### config.mk
export PLATFORM = sky130hd
export DESIGN_NAME = ppstg_top
export DESIGN_NICKNAME = d
export VERILOG_FILES = /design/src/ppstg_pkg.sv /design/src/ppstg_sync3.sv /design/src/ppstg_top.sv
export SDC_FILE = /design/constraint.sdc
export NUM_CORES = 1
export LEC_CHECK = 0
export ABC_AREA = 1
export BUFFER_PORTS_ARGS = -buffer_cell sky130_fd_sc_hd__clkbuf_2
export CORE_ASPECT_RATIO = 0.6
export CORE_MARGIN = 10
export CORE_UTILIZATION = 35
export CTS_BUF_LIST = sky130_fd_sc_hd__clkbuf_2
export CTS_CLUSTER_DIAMETER = 150
export DETAILED_ROUTE_END_ITERATION = 8
export PLACE_DENSITY = 0.53
export SLEW_MARGIN = 30
export SYNTH_ARGS = -nofsm -noshare
export SYNTH_HDL_FRONTEND = slang
export SYNTH_SLANG_ARGS = --single-unit
### constraint.sdc
create_clock -name clk -period 2.7 [get_ports clk]
set_clock_uncertainty 0.15 [all_clocks]
set_input_delay 0.27 -clock clk [delete_from_list [all_inputs] [get_ports clk]]
set_output_delay 0.27 -clock clk [all_outputs]
set_load 0.01 [all_outputs]
### src/ppstg_pkg.sv
// Shared constants for the once-per-second time pulse generator
package ppstg_pkg;
  // Clock and timing figures
  localparam int unsigned CLK_HZ = 20_000_000;
  localparam int unsigned PERIOD_MS = 1000;
  localparam int unsigned HIGH_MS = 100;
  localparam int unsigned PERIOD_CYC = (CLK_HZ / 1000) * PERIOD_MS;
  localparam int unsigned HIGH_CYC = (CLK_HZ / 1000) * HIGH_MS;
  // Counter and timestamp widths
  localparam int unsigned CNT_W = 25;
  localparam int unsigned SEC_W = 32;
  // Reset values
  localparam logic RST_PULSE = 1'b0;
  localparam logic [SEC_W-1:0] RST_SECOND = 32'h0000_0000;
endpackage

### src/ppstg_sync3.sv
// Three-stage pin synchroniser with agreement filter
`timescale 1ns/100ps
`default_nettype none
module ppstg_sync3 #(
  parameter int unsigned W = 1
) (
  // Clock and reset
  input wire logic clk,
  input wire logic nrst,
  // Pin side
  input wire logic [W-1:0] pin,
  // Synchronous side
  output logic [W-1:0] level
);
  genvar i;
  generate
    for (i = 0; i < W; i++) begin : g_bit
      logic s1;
      logic s2;
      logic s3;
      logic next_level;
      // Take a change only once stages two and three agree
      always_comb begin
        next_level = (s2 == s3) ? s3 : level[i];
      end
      // Four flops, first read only by the second
      always_ff @(posedge clk or negedge nrst) begin
        if (!nrst) begin
          s1 <= 1'b0;
          s2 <= 1'b0;
          s3 <= 1'b0;
          level[i] <= 1'b0;
        end else begin
          s1 <= pin[i];
          s2 <= s1;
          s3 <= s2;
          level[i] <= next_level;
        end
      end
    end
  endgenerate
endmodule
`default_nettype wire

### src/ppstg_top.sv
// Once-per-second time pulse generator with satellite second alignment
//
// Function
// RULE1 - A pulse is driven once every second, giving a one-second nominal period.
// RULE2 - Once satellite time is known, every rising edge is placed on the satellite second mark.
// RULE3 - Each pulse is high for one tenth of the period, 100 ms, then low for the rest.
// RULE4 - The pulse is flagged valid only while a full navigation solution is held.
// RULE5 - Outside equipment ignores the pulse for timing whenever no fix is reported.
// RULE6 - On start or restart one period longer or shorter than a second may occur while aligning.
// RULE7 - A timestamp message naming the absolute second accompanies each pulse.
// RULE8 - Before satellite time exists, pulses free-run at one second from the local clock.
`timescale 1ns/100ps
`default_nettype none
module ppstg_top #(
  parameter logic [ppstg_pkg::CNT_W-1:0] PERIOD_CYC = ppstg_pkg::CNT_W'(ppstg_pkg::PERIOD_CYC),
  parameter logic [ppstg_pkg::CNT_W-1:0] HIGH_CYC = ppstg_pkg::CNT_W'(ppstg_pkg::HIGH_CYC)
) (
  // Clock and reset
  input wire logic clk,
  input wire logic nrst,
  // Receiver pins
  input wire logic sat_second_mark,
  input wire logic sat_time_known,
  input wire logic full_navigation_solution,
  // Receiver time word, same clock
  input wire logic [ppstg_pkg::SEC_W-1:0] sat_second,
  // Pulse pin
  output logic pps_out,
  output logic pps_valid,
  // Timestamp message
  output logic pulse_timestamp_message_valid,
  output logic [ppstg_pkg::SEC_W-1:0] pulse_timestamp_message_second,
  output logic pulse_timestamp_message_aligned
);
  // Synchronised pins, period counter state and next values
  logic [2:0] pin_level;
  logic mark_lvl;
  logic mark_prev;
  logic time_ok;
  logic fix_ok;
  logic mark_edge;
  logic aligned;
  logic [ppstg_pkg::CNT_W-1:0] cnt;
  logic [ppstg_pkg::CNT_W-1:0] next_cnt;
  logic next_aligned;
  logic next_pps;
  logic next_valid;
  logic next_ts_valid;
  logic [ppstg_pkg::SEC_W-1:0] next_ts_second;
  logic next_mark_prev;
  logic wrap;

  // Pins brought into the clock domain
  ppstg_sync3 #(
    .W(3)
  ) u_sync (
    .clk(clk),
    .nrst(nrst),
    .pin({full_navigation_solution, sat_time_known, sat_second_mark}),
    .level(pin_level)
  );

  assign mark_lvl = pin_level[0];
  assign time_ok = pin_level[1];
  assign fix_ok = pin_level[2];
  assign mark_edge = mark_lvl && !mark_prev;
  assign wrap = (cnt == PERIOD_CYC - 1'b1);

  // Period counter, alignment and pulse shaping
  always_comb begin
    next_mark_prev = mark_lvl;
    next_cnt = cnt;
    next_aligned = aligned;
    next_ts_valid = 1'b0;
    next_ts_second = pulse_timestamp_message_second;
    if (!time_ok) begin
      next_aligned = 1'b0; // RULE6
    end
    if (time_ok && mark_edge) begin
      next_cnt = '0; // RULE2 RULE6
      next_aligned = 1'b1;
      next_ts_valid = 1'b1; // RULE7
      next_ts_second = sat_second;
    end else if (wrap) begin
      next_cnt = '0; // RULE1 RULE8
      next_ts_valid = 1'b1; // RULE7
      next_ts_second = pulse_timestamp_message_second + 1'b1;
    end else begin
      next_cnt = cnt + 1'b1;
    end
    next_pps = (next_cnt < HIGH_CYC); // RULE3
    next_valid = fix_ok && next_aligned; // RULE4
  end

  // State and output registers
  always_ff @(posedge clk or negedge nrst) begin
    if (!nrst) begin
      cnt <= PERIOD_CYC - 1'b1; // Wraps at the first edge, so the first pulse is whole
      mark_prev <= 1'b0;
      aligned <= 1'b0;
      pps_out <= ppstg_pkg::RST_PULSE;
      pps_valid <= 1'b0;
      pulse_timestamp_message_valid <= 1'b0;
      pulse_timestamp_message_second <= ppstg_pkg::RST_SECOND;
      pulse_timestamp_message_aligned <= 1'b0;
    end else begin
      cnt <= next_cnt;
      mark_prev <= next_mark_prev;
      aligned <= next_aligned;
      pps_out <= next_pps;
      pps_valid <= next_valid;
      pulse_timestamp_message_valid <= next_ts_valid;
      pulse_timestamp_message_second <= next_ts_second;
      pulse_timestamp_message_aligned <= next_aligned;
    end
  end

  // Cycles high since the last stamp, used by the width check
  logic [ppstg_pkg::CNT_W-1:0] high_run;
  logic [ppstg_pkg::CNT_W-1:0] next_high_run;

  // Restart on a stamp, count while high, clear while low
  always_comb begin
    next_high_run = '0;
    if (pulse_timestamp_message_valid) begin
      next_high_run = ppstg_pkg::CNT_W'(1);
    end else if (pps_out) begin
      next_high_run = high_run + 1'b1;
    end
  end

  // Width helper register
  always_ff @(posedge clk or negedge nrst) begin
    if (!nrst) begin
      high_run <= '0;
    end else begin
      high_run <= next_high_run;
    end
  end

  // Checks
  property p_period_bound;
    @(posedge clk) disable iff (!nrst) cnt < PERIOD_CYC;
  endproperty
  a_period_bound: assert property (p_period_bound) else $error("period counter overrun"); // RULE1

  property p_align_mark;
    @(posedge clk) disable iff (!nrst) (time_ok && mark_edge) |=> (cnt == '0) && pps_out;
  endproperty
  a_align_mark: assert property (p_align_mark) else $error("edge not on second mark"); // RULE2

  property p_rise_at_zero;
    @(posedge clk) disable iff (!nrst) $rose(pps_out) |-> cnt == '0 ##1 pps_out[*8];
  endproperty
  a_rise_at_zero: assert property (p_rise_at_zero) else $error("pulse rise misplaced"); // RULE3

  property p_fall_at_high;
    @(posedge clk) disable iff (!nrst) $fell(pps_out) |-> cnt == HIGH_CYC;
  endproperty
  a_fall_at_high: assert property (p_fall_at_high) else $error("pulse width wrong"); // RULE3

  property p_valid_needs_fix;
    @(posedge clk) disable iff (!nrst) pps_valid |-> $past(fix_ok) && aligned;
  endproperty
  a_valid_needs_fix: assert property (p_valid_needs_fix) else $error("valid without fix"); // RULE4

  property p_align_only_on_mark;
    @(posedge clk) disable iff (!nrst) $rose(aligned) |-> $past(mark_edge) && $past(time_ok);
  endproperty
  a_align_only_on_mark: assert property (p_align_only_on_mark) else $error("bad realign"); // RULE6

  property p_stamp_with_pulse;
    @(posedge clk) disable iff (!nrst)
      $rose(pps_out) |-> pulse_timestamp_message_valid ##1 !pulse_timestamp_message_valid;
  endproperty
  a_stamp_with_pulse: assert property (p_stamp_with_pulse) else $error("timestamp missing"); // RULE7

  property p_free_run;
    @(posedge clk) disable iff (!nrst) (!time_ok && wrap) |=> (cnt == '0) && pps_out;
  endproperty
  a_free_run: assert property (p_free_run) else $error("free-run wrap missed"); // RULE8

  // Width, count and stamp checks
  property p_high_width;
    @(posedge clk) disable iff (!nrst) $fell(pps_out) |-> high_run == HIGH_CYC;
  endproperty
  a_high_width: assert property (p_high_width) else $error("pulse high time wrong"); // RULE3

  property p_cnt_step;
    @(posedge clk) disable iff (!nrst)
      !(time_ok && mark_edge) && !wrap |=> cnt == $past(cnt) + 1'b1;
  endproperty
  a_cnt_step: assert property (p_cnt_step) else $error("period counter skipped"); // RULE1

  property p_stamp_sec;
    @(posedge clk) disable iff (!nrst)
      (time_ok && mark_edge) |=> pulse_timestamp_message_second == $past(sat_second);
  endproperty
  a_stamp_sec: assert property (p_stamp_sec) else $error("aligned stamp second wrong"); // RULE7

  property p_stamp_step;
    @(posedge clk) disable iff (!nrst) (wrap && !(time_ok && mark_edge)) |=>
      pulse_timestamp_message_second == $past(pulse_timestamp_message_second) + 1'b1;
  endproperty
  a_stamp_step: assert property (p_stamp_step) else $error("free stamp not stepped"); // RULE7

  // Validity and refusal checks
  property p_mark_refused;
    @(posedge clk) disable iff (!nrst) (mark_edge && !time_ok) |=> !aligned;
  endproperty
  a_mark_refused: assert property (p_mark_refused) else $error("mark taken without time"); // RULE2

  property p_fix_drop;
    @(posedge clk) disable iff (!nrst) !fix_ok |=> !pps_valid;
  endproperty
  a_fix_drop: assert property (p_fix_drop) else $error("valid kept without fix"); // RULE4

  property p_time_drop;
    @(posedge clk) disable iff (!nrst)
      !time_ok |=> !pps_valid && !pulse_timestamp_message_aligned;
  endproperty
  a_time_drop: assert property (p_time_drop) else $error("valid kept without time"); // RULE4

  // Cover points for the main scenarios
  c_free_pulse: cover property (@(posedge clk) disable iff (!nrst) !aligned && $rose(pps_out));
  c_aligned: cover property (@(posedge clk) disable iff (!nrst) $rose(aligned));
  c_valid: cover property (@(posedge clk) disable iff (!nrst) pps_valid && $rose(pps_out));
  c_refused_mark: cover property (@(posedge clk) disable iff (!nrst) mark_edge && !time_ok);
  c_fix_lost: cover property (@(posedge clk) disable iff (!nrst) $fell(pps_valid));
endmodule
`default_nettype wire

==> tab_implementation.tex <==
\begin{tabular}{lr}
\hline
Metric & Value \\
\hline
\multicolumn{2}{l}{\textbf{Run status}} \\
\quad Outcome & complete, no violations \\
\multicolumn{2}{l}{\textbf{Logic synthesis}} \\
\quad Share of flip-flops with an asynchronous set or reset after synthesis & 100\% \\
\quad Cell Area, Synth & 0.00448 mm2 \\
\quad Syn Nets & 642 \\
\quad Top flip-flop cell by instance count after synthesis & dfrtp\_1 \\
\quad Count of flip-flops with a built-in enable after synthesis & 0 \\
\quad Distinct cell type count of the synthesized netlist & 45 \\
\quad Register bit total from synthesis & 74 \\
\quad Synthesized instance count & 603 \\
\quad Share of synthesized area occupied by flip-flops and latches & 41.8\% \\
\quad Syn Area/Cell & 7.42 um2 \\
\quad Total number of yosys warnings & 0 \\
\multicolumn{2}{l}{\textbf{Clock tree}} \\
\quad Clock latency of the later-clocked register in the worst-skew pair & 0.56 ns \\
\quad Clock slew seen by the registers of the worst setup and hold paths & 0.23 ns \\
\quad Clock root cell & clkbuf\_2 \\
\quad Max H-tree Level & 3 \\
\quad CTS tree & yes \\
\quad Gates resized, CTS repair & 0 \\
\quad Buffer levels on the longest clock path & 2 \\
\quad Total number of clock tree sinks & 74 \\
\quad CTS Buf Count & 9 \\
\multicolumn{2}{l}{\textbf{Timing}} \\
\quad Total setup violations reported at the end of the flow & 0 \\
\quad Max Fclk & 0.412 GHz \\
\quad Worst-Margin Slew & 0.717 ns \\
\quad Final critical delay including setup and external delays & 2.43 ns \\
\quad Hold Violations, Final & 0 \\
\quad Fin Setup TNS & 0 ns \\
\quad Unrepaired setup endpoints after global routing & no \\
\quad Share of the clock period used by the worst path after layout & 89.9\% \\
\quad Max Transition Viols Final & 0 \\
\quad Slew headroom & 52.2\% \\
\multicolumn{2}{l}{\textbf{Job}} \\
\quad Max-cap viol count & 0 \\
\multicolumn{2}{l}{\textbf{Drt}} \\
\quad Remaining number of nets flagged by the antenna check after routing & 0 \\
\quad Avg Vias per Cell & 5.00 \\
\quad Number of DRC violations after detailed-routing iteration 0 & 362 \\
\quad DRC violations left & 0 \\
\quad Drt first pass iters & 6 \\
\quad Drt wl/cell & 16.5 um \\
\quad Post-detailed-routing wire length & 14.6 mm \\
\quad Vias after detailed routing & 4438 \\
\multicolumn{2}{l}{\textbf{Setup path}} \\
\quad Worst path depth & 10 \\
\quad Reg2Reg Depth & 10 \\
\quad Master of the slowest instance on the critical path & dfstp\_2 \\
\quad Top Family by Delay on Critical Path & simple AND/OR/NAND/NOR gates \\
\quad Critical path, cell by cell & ha\_1 > nand3\_1 > nor2\_1 > nand3\_1 > xor2\_1 > nand2\_1 > nand2\_1 > nor2\_1 > nand3\_1 > a21oi\_1 \\
\quad Launching element type of the critical path & flop \\
\quad Critical path class & flop to flop \\
\quad CP arrival & 2.79 ns \\
\quad Kind of end point of the critical path & flop \\
\quad Most Frequent Cell on Critical Path & nand3\_1 \\
\quad Biggest cell delay along the critical path & 0.61 ns \\
\quad Number of buffers and inverters on the critical path & 0 \\
\quad Critical path data required time & 3.06 ns \\
\quad Maximum fanout encountered on the critical timing path & 7 \\
\multicolumn{2}{l}{\textbf{Layout}} \\
\quad Layout Utilization & 45.0\% \\
\quad Final Net Count & 756 \\
\quad Share of post-route cells with drive strength above 1 & 20.9\% \\
\quad Count of placed standard cells in the final layout, fillers left out & 887 \\
\quad Layout overhead on the synthesized area & 23.7\% \\
\quad N\_diodes & 0 \\
\multicolumn{2}{l}{\textbf{GRT}} \\
\quad First-pass GRT wire length & 24.1 mm \\
\quad Maximum number of pins on one net before global-route repair & 75 \\
\quad Via count of the first global-routing pass & 4345 \\
\quad Antenna violations before repair & 0 \\
\quad GR Overflow Total & 0 \\
\quad GRT Overall Usage & 16.7\% \\
\multicolumn{2}{l}{\textbf{Placed design}} \\
\quad Global placement routability congestion & 0.975 \\
\quad Dpl cells & 835 \\
\quad PortBufs & 72 \\
\quad HPWL after detailed placement & 11.2 mm \\
\multicolumn{2}{l}{\textbf{Floorplan}} \\
\quad Die width & 166 um \\
\quad Effective utilization at floorplan & 36.4\% \\
\quad Area of the die & 0.0179 mm2 \\
\quad FP Rows & 31 \\
\quad Overall die height & 108 um \\
\quad IO Count & 73 \\
\quad CORE AREA & 0.0123 mm2 \\
\multicolumn{2}{l}{\textbf{Pwr}} \\
\quad Overall Power & 3.66 mW \\
\quad Cell leakage power & 2.55 nW \\
\quad Power density normalized to cell area & 662 mW/mm2 \\
\quad Maximum resistive drop on vdd & 0.373 mV \\
\multicolumn{2}{l}{\textbf{Worst hold path}} \\
\quad Min-Delay Path Class & input port to asynchronous set/reset pin \\
\hline
\end{tabular}
[where the power goes]
part,total (mW),internal [mW],switching [mW]
Combinational,1.30,0.500,0.797
Clock,0.645,0.218,0.427
Sequential,1.72,1.37,0.350
Total,3.66,2.09,1.57
[placed cells by master (no fill, tap or decap), drive strengths merged, types with 2 or more instances in the layout]
cell type / count
nor3: 26
nand3: 54
nor2: 101
a21oi: 10
maj3: 3
clkinv: 3
dfstp: 15
a221oi: 2
or2: 7
dlygate4sd3: 36
o211ai: 8
nand4: 15
ha: 2
o21ai: 25
nand2: 161
inv: 67
buf: 10
a31oi: 5
xor2: 11
clkbuf: 82
xnor2: 4
dfrtp: 59
nand3b: 3
o22ai: 2
a211oi: 2
[cell usage after synthesis, types with 3 or more instances]
master | n | area share, %
inv_2 | 4 | 0.34
maj3_1 | 3 | 0.67
buf_2 | 7 | 0.78
nand3_1 | 51 | 5.7
dfrtp_1 | 59 | 33
nor2_2 | 6 | 0.84
or2_2 | 4 | 0.56
nand4_1 | 15 | 2.1
xor2_1 | 11 | 2.2
nand2_1 | 154 | 13
o211ai_1 | 8 | 1.3
dfstp_2 | 15 | 8.8
nor2_4 | 8 | 2.0
nand2_2 | 5 | 0.70
inv_1 | 63 | 5.3
xnor2_1 | 4 | 0.78
nor3_1 | 22 | 2.5
nand3_2 | 3 | 0.67
a21oi_1 | 10 | 1.1
nand3b_1 | 3 | 0.50
nor2_1 | 87 | 7.3
a31oi_1 | 5 | 0.70
o21ai_1 | 9 | 1.0
o21ai_0 | 15 | 1.7
[per-layer routing]
layer | wire (um) | GRT usage [%] | up-vias
met1 | 7680 | 25.8 | 2067
met3 | 1440 | 5.65 | 13
met2 | 5380 | 21.3 | 160
met4 | 100 | 3.02 | 0
met5 | 0 | 0 | -
li1 | - | - | 2198
[what timing repair did]
action,4_1_cts,5_1_grt
hold buffers,36,0
endpoints found under the hold margin,109,0
buffers inserted,0,0
[layout make-up]
cell class / count / area [um2]
fillers: 1276 / 6760
multi-input cells: 448 / 2280
flip-flops and latches: 74 / 1870
repair buffers: 117 / 820
inverters: 67 / 251
well taps: 165 / 206
clock buffers: 11 / 55.1
clock inverters: 5 / 55.1
[final timing paths]
path	to	slack (ns)	start
min in group clk	u_sync.g_bit[2].s1	0.19	full_navigation_solution
worst min register to register	u_sync.g_bit[0].s2	0.23	u_sync.g_bit[0].s1
worst max-delay path	pps_out	0.27	cnt[0]
worst min-delay path	u_sync.level[2]	0.12	nrst
worst max register to register	pps_out	0.27	cnt[0]
max in group asynchronous	cnt[12]	1.77	nrst
[state kept, by name (all words and copies together), names as in the netlist]
register,cells
pps_valid,1
pps_out,1
pulse_timestamp_message_valid,1
cnt,25
mark_prev,1
aligned,1
u_sync.g_bit.s3,3
u_sync.g_bit.s1,3
pulse_timestamp_message_second,32
u_sync.level,3
u_sync.g_bit.s2,3
[per-stage QoR]
step,area (um2),hold WS (ns),setup WS [ns]
floorplan,4480,-0.176,0.693
global placement,5060,0.183,0.349
detailed placement,5060,0.188,0.266
CTS,5540,0.119,0.257
global route,5540,0.132,0.0470
finish,5540,0.124,0.273
[kinds of logic after synthesis]
family                     after synthesis  synth area share, %
and+or+nand+nor                        369                 38.4
buffers and inverters                   81                 7.32
DFF                                     74                 41.8
AOI/OAI and AO/OA                       59                 8.30
xor gates and xnor gates                15                 2.94
adders and majority gates                5                 1.23
Power figures use the tool's default switching activity.
